<file path="src/logic/tpw_defines.svh">
// register offsets, field positions, reset values and mode codes of the pwm timer
`ifndef TPW_DEFINES_SVH
`define TPW_DEFINES_SVH

// byte offsets of the word registers
`define TPW_OFF_CTRL      5'h00
`define TPW_OFF_COUNT     5'h04
`define TPW_OFF_CMPA      5'h08
`define TPW_OFF_CMPB      5'h0c
`define TPW_OFF_CAPTOP    5'h10
`define TPW_OFF_FLAGS     5'h14
`define TPW_OFF_STATUS    5'h18

// flag bit positions
`define TPW_FLG_OVF       0
`define TPW_FLG_CMPA      1
`define TPW_FLG_CMPB      2
`define TPW_FLG_CAP       3

// status bit positions
`define TPW_ST_OC_LSB     0
`define TPW_ST_DOWN       2

// reset values
`define TPW_RST_CTRL      10'h000
`define TPW_RST_WORD      16'h0000
`define TPW_RST_CAPTOP    16'hffff

// fixed tops and the lowest legal register top
`define TPW_TOP_8BIT      16'h00ff
`define TPW_TOP_9BIT      16'h01ff
`define TPW_TOP_10BIT     16'h03ff
`define TPW_TOP_MIN       16'h0003

// waveform mode codes
`define TPW_M_PC8         4'h1
`define TPW_M_PC9         4'h2
`define TPW_M_PC10        4'h3
`define TPW_M_FAST8       4'h5
`define TPW_M_FAST9       4'h6
`define TPW_M_FAST10      4'h7
`define TPW_M_PC_CAP      4'ha
`define TPW_M_PC_CMPA     4'hb
`define TPW_M_FAST_CAP    4'he
`define TPW_M_FAST_CMPA   4'hf

// compare output selector codes
`define TPW_SEL_NONE      2'h0
`define TPW_SEL_TOGGLE    2'h1
`define TPW_SEL_INV       2'h3

`endif

</file>
<file path="src/logic/tpw_pkg.sv">
// types shared by the pwm timer
package tpw_pkg;

    // control register fields, mode in the low bits
    typedef struct packed {
        logic [1:0] pin_direction_bit;
        logic [1:0] channel_b_output_select;
        logic [1:0] channel_a_output_select;
        logic [3:0] waveform_mode_select;
    } tpw_ctrl_t;

    // sticky event flags
    typedef struct packed {
        logic capture_flag;
        logic compare_b_match_flag;
        logic compare_a_match_flag;
        logic overflow_flag;
    } tpw_flags_t;

    // counting direction of the dual-slope modes
    typedef enum logic [1:0] {
        TPW_SLOPE_UP   = 2'b01,
        TPW_SLOPE_DOWN = 2'b10
    } tpw_slope_t;

endpackage : tpw_pkg

</file>
<file path="src/logic/tpw_timer16.sv">
// 16-bit timer with fast and phase correct pwm, behind an avalon-mm slave
//
// Behaviour
// fast modes 5,6,7,14,15 count single-slope from zero up to top, then restart
// fast non-inverting clears on match, sets at bottom; inverting does the opposite
// fast top is 0x00FF/0x01FF/0x03FF, capture or compare a; clear after top
// fast overflow flag at top, with compare-a or capture flag when defining top
// compare a writes go to a buffer copied to active value at top
// capture top is unbuffered; written below count, counter wraps through 0xFFFF
// fixed-top modes force compare bits above the resolution to zero on write
// resolution 2 to 16 bits; software keeps register top at least 0x0003
// output selector two gives non-inverted pwm, three gives inverted pwm
// fast compare zero gives one-tick spike; compare at top gives constant level
// fast mode selector one toggles channel a on match, buffering kept
// phase correct modes 1,2,3,10,11 count up to top and back to zero
// phase correct non-inverting clears on up match, sets on down match
// phase correct top fixed, capture or compare a; top held one tick
// phase correct overflow at zero; buffers load at top with top flag
// phase correct compare zero holds low, compare top holds high, inverted opposite
// software changing top while running should prefer frequency correct mode
// output selector zero takes no action on the output state at match
// software keeps top above all compares and sets pin direction to output
// each channel sets its match flag on every match in both pwm families
//
// The register offsets and the Avalon-MM interface to the registers were chosen for this implementation.
`timescale 1ns/1ns

`include "tpw_defines.svh"

module tpw_timer16 (
    // clock and reset
    input  wire logic               sys_clk,
    input  wire logic               rstn,
    // prescaled timer tick from the same clock domain
    input  wire logic               timer_tick,
    // avalon-mm slave
    input  wire logic [4:0]         avs_address,
    input  wire logic               avs_read,
    input  wire logic               avs_write,
    input  wire logic [31:0]        avs_writedata,
    input  wire logic [3:0]         avs_byteenable,
    output logic [31:0]             avs_readdata,
    output logic                    avs_waitrequest,
    // compare output pins, channel a in bit 0
    output logic [1:0]              pin_out,
    output logic [1:0]              pin_oe_n,
    // register views for the checkers and the bench
    output tpw_pkg::tpw_ctrl_t      ctrl_state,
    output tpw_pkg::tpw_flags_t     flag_state
);
    import tpw_pkg::*;

    // registers
    tpw_ctrl_t          ctrl_ff;
    tpw_ctrl_t          nxt_ctrl;
    logic [15:0]        count_value_ff;
    logic [15:0]        nxt_count_value;
    tpw_slope_t         slope_ff;
    tpw_slope_t         nxt_slope;
    logic [15:0]        cmpa_buf_ff;
    logic [15:0]        nxt_cmpa_buf;
    logic [15:0]        cmpb_buf_ff;
    logic [15:0]        nxt_cmpb_buf;
    logic [15:0]        compare_a_value_ff;
    logic [15:0]        nxt_compare_a_value;
    logic [15:0]        compare_b_value_ff;
    logic [15:0]        nxt_compare_b_value;
    logic [15:0]        capture_top_value_ff;
    logic [15:0]        nxt_capture_top_value;
    tpw_flags_t         flags_ff;
    tpw_flags_t         nxt_flags;
    logic [1:0]         oc_state_ff;
    logic [1:0]         nxt_oc_state;
    logic               ack_ff;
    logic               nxt_ack;
    logic [31:0]        rdata_ff;
    logic [31:0]        nxt_rdata;

    // decoded mode
    logic               fast_mode;
    logic               pc_mode;
    logic               top_from_a;
    logic               top_from_cap;
    logic               fixed_top;
    logic [15:0]        top_value;

    // bus decode
    logic               bus_req;
    logic               bus_wr;
    logic [31:0]        wr_word;

    // counter events
    logic               at_top;
    logic               at_bottom;
    logic               wrap_tick;
    logic               reload;
    logic               ev_ovf;
    logic               ev_top_a;
    logic               ev_top_cap;
    logic [1:0]         match;
    logic [15:0]        cmp_act [2];
    logic [1:0]         sel [2];

    // merge write data into the old word under byteenable
    function automatic logic [31:0] merge_bytes(
        input logic [31:0] old_word,
        input logic [31:0] new_word,
        input logic [3:0]  be
    );
        logic [31:0] r;
        r = old_word;
        for (int i = 0; i < 4; i++) begin
            if (be[i]) begin
                r[8*i +: 8] = new_word[8*i +: 8];
            end
        end
        return r;
    endfunction : merge_bytes

    // next output state of one channel on a timer tick
    function automatic logic oc_next(
        input logic       cur,
        input logic [1:0] osel,
        input logic       hit,
        input logic       is_a,
        input logic       fast,
        input logic       pcor,
        input logic       bottom,
        input logic       going_down
    );
        logic inv;
        logic r;
        inv = (osel == `TPW_SEL_INV);
        r   = cur;
        if (fast) begin
            if (osel[1]) begin
                // bottom set
                // bottom beats a match at top, so compare equal to top stays constant
                if (bottom) begin
                    r = !inv;
                end else if (hit) begin
                    r = inv;
                end
            // toggle on match
            end else if (osel == `TPW_SEL_TOGGLE && is_a && hit) begin
                r = !cur;
            end
        end else if (pcor && osel[1] && hit) begin
            // slope-dependent action
            // judged by the slope after the tick: a match at zero clears, at top sets
            r = going_down ? !inv : inv;
        end
        return r;
    endfunction : oc_next

    // mode decode and top selection
    always_comb begin
        fast_mode    = 1'b0;
        pc_mode      = 1'b0;
        top_from_a   = 1'b0;
        top_from_cap = 1'b0;
        fixed_top    = 1'b0;
        top_value    = 16'hffff;
        unique case (ctrl_ff.waveform_mode_select)
            // fixed tops of the fast modes
            `TPW_M_FAST8: {fast_mode, fixed_top, top_value} = {2'b11, `TPW_TOP_8BIT};
            `TPW_M_FAST9: {fast_mode, fixed_top, top_value} = {2'b11, `TPW_TOP_9BIT};
            `TPW_M_FAST10: {fast_mode, fixed_top, top_value} = {2'b11, `TPW_TOP_10BIT};
            // capture register as top, unbuffered
            `TPW_M_FAST_CAP: {fast_mode, top_from_cap, top_value} = {2'b11, capture_top_value_ff};
            // full 16-bit register top
            `TPW_M_FAST_CMPA: {fast_mode, top_from_a, top_value} = {2'b11, compare_a_value_ff};
            // tops of the phase correct modes
            `TPW_M_PC8: {pc_mode, fixed_top, top_value} = {2'b11, `TPW_TOP_8BIT};
            `TPW_M_PC9: {pc_mode, fixed_top, top_value} = {2'b11, `TPW_TOP_9BIT};
            `TPW_M_PC10: {pc_mode, fixed_top, top_value} = {2'b11, `TPW_TOP_10BIT};
            `TPW_M_PC_CAP: {pc_mode, top_from_cap, top_value} = {2'b11, capture_top_value_ff};
            `TPW_M_PC_CMPA: {pc_mode, top_from_a, top_value} = {2'b11, compare_a_value_ff};
            // other modes are not built here: the counter stands still
            default: fast_mode = 1'b0;
        endcase
    end

    // bus handshake: every access waits exactly one cycle
    assign bus_req         = avs_read | avs_write;
    assign avs_waitrequest = bus_req & ~ack_ff;
    assign nxt_ack         = bus_req & ~ack_ff;
    assign bus_wr          = avs_write & ack_ff;

    // mask writes above a fixed resolution
    assign wr_word = merge_bytes(32'h0000_0000, avs_writedata, avs_byteenable)
                     & (fixed_top ? {16'h0000, top_value} : 32'h0000_ffff);

    // control and capture registers, flags with write-one-to-clear
    always_comb begin
        nxt_ctrl              = ctrl_ff;
        nxt_capture_top_value = capture_top_value_ff;
        nxt_cmpa_buf          = cmpa_buf_ff;
        nxt_cmpb_buf          = cmpb_buf_ff;
        nxt_flags             = flags_ff;
        if (bus_wr) begin
            unique case (avs_address)
                `TPW_OFF_CTRL: begin
                    nxt_ctrl = tpw_ctrl_t'(10'(merge_bytes({22'h00_0000, ctrl_ff}, avs_writedata,
                                                           avs_byteenable)));
                end
                `TPW_OFF_CAPTOP: begin
                    nxt_capture_top_value = 16'(merge_bytes({16'h0000, capture_top_value_ff},
                                                            avs_writedata, avs_byteenable));
                end
                // compare writes land in the buffer
                `TPW_OFF_CMPA: begin
                    nxt_cmpa_buf = wr_word[15:0];
                end
                `TPW_OFF_CMPB: begin
                    nxt_cmpb_buf = wr_word[15:0];
                end
                `TPW_OFF_FLAGS: begin
                    nxt_flags = flags_ff & ~tpw_flags_t'(wr_word[3:0]);
                end
                default: begin
                    nxt_ctrl = ctrl_ff;
                end
            endcase
        end
        // a flag raised in the cycle of its clear stays set
        nxt_flags.overflow_flag        = nxt_flags.overflow_flag | ev_ovf;
        nxt_flags.compare_a_match_flag = nxt_flags.compare_a_match_flag | match[0] | ev_top_a;
        nxt_flags.compare_b_match_flag = nxt_flags.compare_b_match_flag | match[1];
        nxt_flags.capture_flag         = nxt_flags.capture_flag | ev_top_cap;
    end

    // counter, slope and double buffer update
    always_comb begin
        at_top              = (count_value_ff == top_value);
        at_bottom           = (count_value_ff == 16'h0000);
        nxt_count_value     = count_value_ff;
        nxt_slope           = slope_ff;
        nxt_compare_a_value = compare_a_value_ff;
        nxt_compare_b_value = compare_b_value_ff;
        wrap_tick           = 1'b0;
        reload              = 1'b0;
        ev_ovf              = 1'b0;
        if (timer_tick && fast_mode) begin
            // single slope, R3 clear after top
            // a top below the count is missed; the add wraps through 0xffff
            nxt_count_value = at_top ? 16'h0000 : 16'(count_value_ff + 16'h0001);
            // overflow at top
            wrap_tick = at_top;
            ev_ovf    = at_top;
            reload    = at_top;
        end else if (timer_tick && pc_mode) begin
            // dual slope
            // top held for one tick
            if (slope_ff == TPW_SLOPE_UP && at_top) begin
                nxt_slope = TPW_SLOPE_DOWN;
                reload    = 1'b1;
            end else if (slope_ff == TPW_SLOPE_DOWN && at_bottom) begin
                nxt_slope = TPW_SLOPE_UP;
                // overflow at zero
                ev_ovf    = 1'b1;
            end
            nxt_count_value = (nxt_slope == TPW_SLOPE_DOWN) ? 16'(count_value_ff - 16'h0001)
                                                             : 16'(count_value_ff + 16'h0001);
        end
        // copy buffers at top
        // outside the pwm families the buffers pass straight through
        if (reload || !(fast_mode || pc_mode)) begin
            nxt_compare_a_value = cmpa_buf_ff;
            nxt_compare_b_value = cmpb_buf_ff;
        end
        // software write to the count wins over counting
        if (bus_wr && avs_address == `TPW_OFF_COUNT) begin
            nxt_count_value = 16'(merge_bytes({16'h0000, count_value_ff}, avs_writedata,
                                              avs_byteenable));
        end
    end

    // top flags ride with the reload
    // same tick in the dual-slope modes
    assign ev_top_a   = reload & top_from_a;
    assign ev_top_cap = reload & top_from_cap;

    assign cmp_act[0] = compare_a_value_ff;
    assign cmp_act[1] = compare_b_value_ff;
    assign sel[0]     = ctrl_ff.channel_a_output_select;
    assign sel[1]     = ctrl_ff.channel_b_output_select;

    // per-channel match detect and output state
    for (genvar g = 0; g < 2; g++) begin : g_chan
        // match flag on every match
        assign match[g] = timer_tick & (fast_mode | pc_mode) & (count_value_ff == cmp_act[g]);
        // polarity and extreme values
        // selector zero leaves the state alone
        assign nxt_oc_state[g] = (timer_tick && sel[g] != `TPW_SEL_NONE)
            ? oc_next(oc_state_ff[g], sel[g], match[g], (g == 0), fast_mode, pc_mode,
                      wrap_tick, nxt_slope == TPW_SLOPE_DOWN)
            : oc_state_ff[g];
        // the pin is driven only when the direction bit is set and a selector is active
        assign pin_oe_n[g] = ~(ctrl_ff.pin_direction_bit[g] & (sel[g] != `TPW_SEL_NONE));
    end

    // read data is captured while waitrequest is high
    always_comb begin
        nxt_rdata = rdata_ff;
        if (avs_read && !ack_ff) begin
            unique case (avs_address)
                `TPW_OFF_CTRL:   nxt_rdata = {22'h00_0000, ctrl_ff};
                `TPW_OFF_COUNT:  nxt_rdata = {16'h0000, count_value_ff};
                `TPW_OFF_CMPA:   nxt_rdata = {16'h0000, cmpa_buf_ff};
                `TPW_OFF_CMPB:   nxt_rdata = {16'h0000, cmpb_buf_ff};
                `TPW_OFF_CAPTOP: nxt_rdata = {16'h0000, capture_top_value_ff};
                `TPW_OFF_FLAGS:  nxt_rdata = {28'h000_0000, flags_ff};
                `TPW_OFF_STATUS: nxt_rdata = {29'h0000_0000, slope_ff == TPW_SLOPE_DOWN, oc_state_ff};
                default:         nxt_rdata = 32'h0000_0000;
            endcase
        end
    end

    // register stage
    always_ff @(posedge sys_clk or negedge rstn) begin
        if (!rstn) begin
            ctrl_ff              <= `TPW_RST_CTRL;
            count_value_ff       <= `TPW_RST_WORD;
            slope_ff             <= TPW_SLOPE_UP;
            cmpa_buf_ff          <= `TPW_RST_WORD;
            cmpb_buf_ff          <= `TPW_RST_WORD;
            compare_a_value_ff   <= `TPW_RST_WORD;
            compare_b_value_ff   <= `TPW_RST_WORD;
            capture_top_value_ff <= `TPW_RST_CAPTOP;
            flags_ff             <= '0;
            oc_state_ff          <= 2'h0;
            ack_ff               <= 1'b0;
            rdata_ff             <= 32'h0000_0000;
        end else begin
            ctrl_ff              <= nxt_ctrl;
            count_value_ff       <= nxt_count_value;
            slope_ff             <= nxt_slope;
            cmpa_buf_ff          <= nxt_cmpa_buf;
            cmpb_buf_ff          <= nxt_cmpb_buf;
            compare_a_value_ff   <= nxt_compare_a_value;
            compare_b_value_ff   <= nxt_compare_b_value;
            capture_top_value_ff <= nxt_capture_top_value;
            flags_ff             <= nxt_flags;
            oc_state_ff          <= nxt_oc_state;
            ack_ff               <= nxt_ack;
            rdata_ff             <= nxt_rdata;
        end
    end

    // outputs
    assign avs_readdata = rdata_ff;
    assign pin_out      = oc_state_ff;
    assign ctrl_state   = ctrl_ff;
    assign flag_state   = flags_ff;

endmodule : tpw_timer16

</file>
<file path="config.mk">
export PLATFORM = sky130hd
export DESIGN_NAME = tpw_timer16
export DESIGN_NICKNAME = d
export VERILOG_FILES = /design/src/logic/tpw_pkg.sv /design/src/logic/tpw_timer16.sv
export VERILOG_INCLUDE_DIRS = /design/src /design/src/logic
export SDC_FILE = /design/constraint.sdc
export NUM_CORES = 1
export LEC_CHECK = 0
export BUFFER_PORTS_ARGS = -buffer_cell sky130_fd_sc_hd__buf_2
export CORE_ASPECT_RATIO = 1.25
export CORE_MARGIN = 3
export CORE_UTILIZATION = 30
export DETAILED_ROUTE_END_ITERATION = 8
export PLACE_DENSITY = 0.53
export SYNTH_ARGS = -nofsm -noshare
export SYNTH_HDL_FRONTEND = slang
export SYNTH_SLANG_ARGS = --single-unit
</file>
<file path="constraint.sdc">
create_clock -name sys_clk -period 8.2 [get_ports sys_clk]
set_input_delay 0 -clock sys_clk [delete_from_list [all_inputs] [get_ports sys_clk]]
set_output_delay 0 -clock sys_clk [all_outputs]
set_load 0.05 [all_outputs]
</file>
==> impl_metrics.csv, run 1 <==
group,metric,value,unit
sta,finalMaxSlewViolations,0,
drt,first_pass_iters,7,
worst_hold_path,hold_class,"primary input to flip-flop",
sta,finalHoldViolCount,0,
logic_synthesis,async_reset_ff_share,100,%
logic_synthesis,ys_dominant_reg_cell,"dfrtp_1",
logic_synthesis,synthXorXnorAreaFrac,5.06,%
critical_path,crit_required,8.52,ns
logic_synthesis,synth_mux_area_share,10.8,%
placement,gp_congestion,0.870,
floorplan,ios,97,
sta,tns,0,ns
sta,slew-limit-headroom,26.8,%
clock_tree,numCtsBuffers,17,
drt,detail_route.iter0.violations,516,
drt,final_antenna_net_count,0,
grt,gr-total-overflow,0,
grt,grt_usage,19.0,%
logic_synthesis,ys_top_cells_by_area,"dfrtp_1 (37%), mux2_2 (8.7%), dfstp_2 (5.7%)",
worst_hold_path,hold-path-cell-count,4,
critical_path,crit_fanout,23,
drt,vias,6675,
logic_synthesis,synth_compound_area_share,20.1,%
run_status,status,"completed",
placement,hpwl,18200,um
sta,setup_viol,0,
grt,antenna_found_initial,0,
power_and_ir_drop,power.density,232,nW/um2
logic_synthesis,ys_warn_count,0,
logic_synthesis,yosys.area.top_type,"dfrtp_1",
sta,period_share,48.5,%
floorplan,core-area,25400,um2
logic_synthesis,yosysSeqAreaShare,42.4,%
logic_synthesis,ys_types,75,
clock_tree,clk-insertion-delay-late,0.43,ns
finish,layout.nets,921,
floorplan,die-area,27900,um2
critical_path,worst_setup_path_start_kind,"flip-flop",
grt,grt_start_max_net_pins,83,
logic_synthesis,synth_top_area_share,36.6,%
critical_path,slowest_stage,"dfrtp_1",
clock_tree,htree_levels,4,
clock_tree,clock-sinks,131,
flow_run,drv_cap,0,
critical_path,worst_setup_path_end_kind,"flip-flop",
finish,diodes,0,
placement,pre_cts_slack,4.24,ns
drt,wl_per_cell,21.2,um
finish,area_growth,16.2,%
grt,grt_pass1_wl,40000,um
floorplan,die_h,186,um
clock_tree,cts.clk_slew.worst_paths,0.06,ns
grt,grt_pass1_vias,6676,
logic_synthesis,synth_top_family_by_area,"compound AO/OA/AOI/OAI gates",
sta,worst_pin_slew,1.10,ns
critical_path,path_delay_family,"compound AO/OA/AOI/OAI gates",
sta,fin_ws,4.22,ns
finish,drive_gt1_share,22.2,%
clock_tree,cts_tree,"built",
logic_synthesis,synthAdderAreaFrac,0.321,%
critical_path,worstSetupPathType,"flip-flop to flip-flop",
sta,max_freq,0.251,GHz
drt,drc,0,
logic_synthesis,synth_top_cells_by_count,"dfrtp_1 (114), nand2_1 (106), o21ai_0 (68)",
floorplan,initial_core_util,30.7,%
critical_path,crit_path_cell_trace,"inv_1 -> o22ai_1 -> xnor2_1 -> o2111ai_1 -> or3b_1 -> o21ai_2 -> a221oi_1 -> or2_1 -> a222oi_1",
drt,vias_per_cell,5.47,
power_and_ir_drop,leakage,3.90,nW
floorplan,rows,65,
sta,hold_ws,0.144,ns
logic_synthesis,synth_most_common_cell,"dfrtp_1",
power_and_ir_drop,max-vdd-ir-drop,0.000111,V
placement,port_buffers,62,
critical_path,cp.depth,9,
floorplan,die_w,150,um
logic_synthesis,avgSynthCellArea,9.50,um2
drt,routed_wl,25900,um
sta,fin_skew,0.00808,ns
logic_synthesis,syn_inst,820,
logic_synthesis,synth-simple-area-share,15.4,%
sta,rsz0062_at_grt,"no",
clock_tree,clock_path_buffers,2,
logic_synthesis,ys_seq_elements,131,
clock_tree,cts_root_buffer,"clkbuf_16",
critical_path,critPathBufInv,1,
critical_path,worstPathArrival,4.30,ns
critical_path,r2r_cells,9,
critical_path,cpPeakStageDelay,0.86,ns
sta,period_minus_slack,3.98,ns
logic_synthesis,syn_area,7790,um2
logic_synthesis,synth_edf_count,0,
clock_tree,cts_setup_buffers,0,
[worst paths after layout]
check	startpoint	end	slack, ns
min in group asynchronous	rstn	ctrl_state[4]	0.16
min reg2reg	ack_ff	ack_ff	0.46
max in group asynchronous	rstn	compare_a_value_ff[11]	6.86
max	ctrl_state[3]	count_value_ff[14]	4.22
max reg2reg	ctrl_state[3]	count_value_ff[14]	4.22
min	timer_tick	pin_out[1]	0.14
[worst register-to-register path, stage by stage, from the launching register on]
cell and delay [ns]:
dfrtp_1 0.86, inv_1 0.36, o22ai_1 0.28, xnor2_1 0.22, o2111ai_1 0.21, or3b_1 0.43, o21ai_2 0.77, a221oi_1 0.25
or2_1 0.26, a222oi_1 0.23
[per-stage QoR]
step	utilization, %	instance area (um2)	total power [mW]	instances
finish	35.7	9050	2.10	1221
detailed placement	32.6	8270	1.37	1167
CTS	35.7	9050	2.11	1221
global placement	32.6	8270	1.36	1167
global route	35.7	9050	2.19	1221
floorplan	-	7840	1.21	835
[cell usage in the layout, fill, tap and decap left out, drive strengths merged, types with 4 or more instances in the layout]
cell / Yosys / routed
dfrtp: 114 / 114
nand2: 106 / 106
buf: 36 / 72
o21ai: 71 / 71
mux2: 60 / 60
nor2: 38 / 38
xnor2: 23 / 23
inv: 18 / 23
nand3: 22 / 22
xor2: 22 / 22
dlygate4sd3: 0 / 22
clkbuf: 39 / 19
a21oi: 17 / 17
dfstp: 17 / 17
a22o: 16 / 16
conb: 1 / 16
mux2i: 16 / 16
nor3: 16 / 16
a221oi: 13 / 13
a21boi: 13 / 13
and3: 12 / 12
a22oi: 11 / 11
nor4: 10 / 10
a222oi: 8 / 8
o31ai: 8 / 8
a21o: 7 / 7
o22ai: 7 / 7
a31oi: 7 / 7
clkinvlp: 0 / 7
nand4: 7 / 7
or2: 7 / 7
a211oi: 6 / 6
or3: 6 / 6
nand2b: 6 / 6
o211ai: 5 / 5
and2: 5 / 5
nor2b: 4 / 4
[sequential cells by signal, indices dropped and copies added, names as in the netlist, 2 cells and up]
| register | count |
|---|---|
| avs_readdata | 16 |
| capture_top_value_ff | 16 |
| cmpa_buf_ff | 16 |
| cmpb_buf_ff | 16 |
| compare_a_value_ff | 16 |
| compare_b_value_ff | 16 |
| count_value_ff | 16 |
| ctrl_state | 10 |
| flag_state | 4 |
| pin_out | 2 |
| slope_ff | 2 |
[layout make-up]
cell class / instances / area, um2
inverters: 18 / 67.6
fillers: 2661 / 16300
clock inverters: 13 / 101
repair buffers: 94 / 612
clock buffers: 19 / 453
multi-input cells: 611 / 4100
well taps: 335 / 419
flip-flops and latches: 131 / 3300
[what timing repair did]
item,in CTS,in global routing
hold buffers,22,0
endpoints found under the hold margin,141,0
resized for setup,0,0
[routing by layer]
layer	routed length [um]	global-route usage, %	up-vias
met5	0	0	-
li1	-	-	3079
met2	13100	32.4	177
met3	898	3.04	51
met4	1010	8.64	0
met1	10900	23.6	3368
[cell families after synthesis]
family / after synthesis
muxes: 76
adders and majority gates: 2
xor gates and xnor gates: 45
buffers and inverters: 93
other: 1
DFF: 131
and+or+nand+nor: 251
AOI/OAI and AO/OA: 221
[where the power goes]
part           internal, mW  total, mW  leakage, nW  switching [mW]
Combinational         0.201      0.490         1.97           0.289
Clock                 0.406      0.727        0.251           0.321
Sequential            0.718      0.878         1.68           0.160
Total                  1.33       2.10         3.90           0.770
(Power assumes the default switching activity.)
==> inputs of run 2 (changes only) <==
Clock period 8.2 ns to 4.2 ns, I/O delays scaled along.
==> run 2 against run 1 <==
Sequential share of layout area decreased by 0.40 points. Critical path depth did not move. Die area unchanged. Critical endpoint unchanged. Global-route usage decreased by 0.32 points. Hold slack lost 0.12 ns.
==> impl_metrics.csv, run 2 (same netlist as run 1, synthesis figures left out) <==
group,metric,value,unit
critical_path,critPathBufInv,0,
flow_run,drv_cap,0,
power_and_ir_drop,leakage,3.97,nW
sta,tns,0,ns
critical_path,crit_required,4.52,ns
critical_path,worstReg2RegStart,"ctrl_state[1]",
critical_path,reg2reg_slack,0.65,ns
drt,routed_wl,25800,um
sta,rsz0062_at_grt,"no",
clock_tree,numCtsBuffers,17,
critical_path,worstPathArrival,3.87,ns
critical_path,crit_top_cell,"and2_1",
critical_path,worstSetupPathType,"flip-flop to flip-flop",
sta,slew-limit-headroom,42.5,%
grt,grt_pass1_wl,39400,um
sta,finalHoldViolCount,0,
run_status,status,"completed",
drt,vias_per_cell,5.39,
clock_tree,clk-insertion-delay-late,0.43,ns
power_and_ir_drop,max-vdd-ir-drop,0.000258,V
sta,hold_ws,0.0193,ns
clock_tree,clock-sinks,131,
critical_path,endpoint,"count_value_ff[14]",
sta,setup_viol,0,
critical_path,r2r-end,"count_value_ff[14]",
critical_path,cp.depth,9,
sta,fin_skew,0.0200,ns
drt,first_pass_iters,5,
floorplan,initial_core_util,30.7,%
critical_path,slowest_stage,"dfrtp_1",
finish,final_cell_mix,"dfrtp_1 (114), nand2_1 (106), o21ai_0 (68), buf_2 (61), mux2_2 (60)",
drt,final_antenna_net_count,0,
finish,area_growth,17.5,%
finish,finalNonFillerCells,1232,
drt,detail_route.iter0.violations,628,
placement,pre_cts_slack,0.692,ns
drt,drc,0,
grt,grt_usage,18.7,%
power_and_ir_drop,power.density,452,nW/um2
critical_path,worst_setup_path_end_kind,"flip-flop",
clock_tree,htree_levels,4,
clock_tree,cts_root_buffer,"clkbuf_16",
floorplan,die-area,27900,um2
sta,period_minus_slack,3.55,ns
drt,wl_per_cell,20.9,um
placement,gp_congestion,0.893,
placement,dp.cells,1179,
grt,grt_pass1_vias,6468,
clock_tree,clock_path_buffers,2,
grt,grt_start_max_net_pins,87,
placement,hpwl,18600,um
floorplan,ios,97,
sta,max_freq,0.282,GHz
floorplan,die_h,186,um
grt,antenna_found_initial,0,
worst_hold_path,hold_class,"primary input to flip-flop",
placement,place_area,8360,um2
finish,layout.nets,932,
clock_tree,cts.clk_slew.worst_paths,0.06,ns
finish,utilization,36.1,%
grt,gr-total-overflow,0,
finish,layout_commonest_cell,"dfrtp_1",
sta,period_share,84.6,%
clock_tree,cts_resized,0,
floorplan,core-area,25400,um2
drt,vias,6646,
sta,finalMaxSlewViolations,0,
critical_path,path_delay_family,"simple AND/OR/NAND/NOR gates",
critical_path,crit_fanout,19,
floorplan,rows,65,
placement,port_buffers,62,
sta,worst_pin_slew,0.862,ns
critical_path,crit_path_start,"ctrl_state[1]",
critical_path,crit_path_cell_trace,"and2_1 -> a21oi_1 -> nor4_1 -> and2_1 -> nand4_1 -> o21ai_2 -> a221oi_1 -> or2_1 -> a222oi_1",
power_and_ir_drop,power,4.14,mW
floorplan,die_w,150,um
finish,diodes,0,
clock_tree,cts_setup_buffers,0,
clock_tree,cts_tree,"built",
finish,drive_gt1_share,23.2,%
critical_path,worst_setup_path_start_kind,"flip-flop",
critical_path,r2r_cells,9,
sta,fin_ws,0.649,ns
critical_path,cpPeakStageDelay,0.73,ns
finish,final_cell_area,9150,um2
run 2: worst min path at each step:
stage | from | to | cells after the start
floorplan | rstn | ack_ff | 0
global placement | rstn | ctrl_state[4] | 1
detailed placement | rstn | ctrl_state[4] | 1
CTS | avs_byteenable[0] | cmpa_buf_ff[5] | 3
global route | avs_byteenable[0] | cmpa_buf_ff[4] | 3
finish | avs_byteenable[0] | cmpa_buf_ff[7] | 3
run 2: routing by layer:
| layer | wire length [um] | track usage [%] | share of wire, % |
|---|---|---|---|
| met3 | 1000 | 2.17 | 3.9 |
| met2 | 13200 | 32.8 | 51 |
| met5 | 0 | 0 | 0 |
| met1 | 10900 | 24.0 | 42 |
| met4 | 571 | 5.97 | 2.2 |
run 2: worst register-to-register path: cells and delay by family (launching register included):
kind	cells	cell delay [ns]
AND/OR/NAND/NOR	5	1.48
AO/OA/AOI/OAI	4	1.24
flip-flops	1	0.73
run 2: final cells by class:
class / count / area (um2)
fillers: 2601 / 16200
inverters: 18 / 67.6
multi-input cells: 611 / 4100
clock inverters: 11 / 104
well taps: 335 / 419
flip-flops and latches: 131 / 3300
clock buffers: 21 / 470
repair buffers: 105 / 692
run 2: timing repair:
action / in CTS / in global routing
hold buffers: 21 / 0
endpoints found under the hold margin: 136 / 0
setup endpoints to repair: 0 / 0
run 2: power breakdown:
part	internal, mW	leakage [nW]	switching, mW
sequential	1.40	1.68	0.274
combinational	0.410	2.03	0.601
clock	0.862	0.268	0.589
total	2.68	3.97	1.46
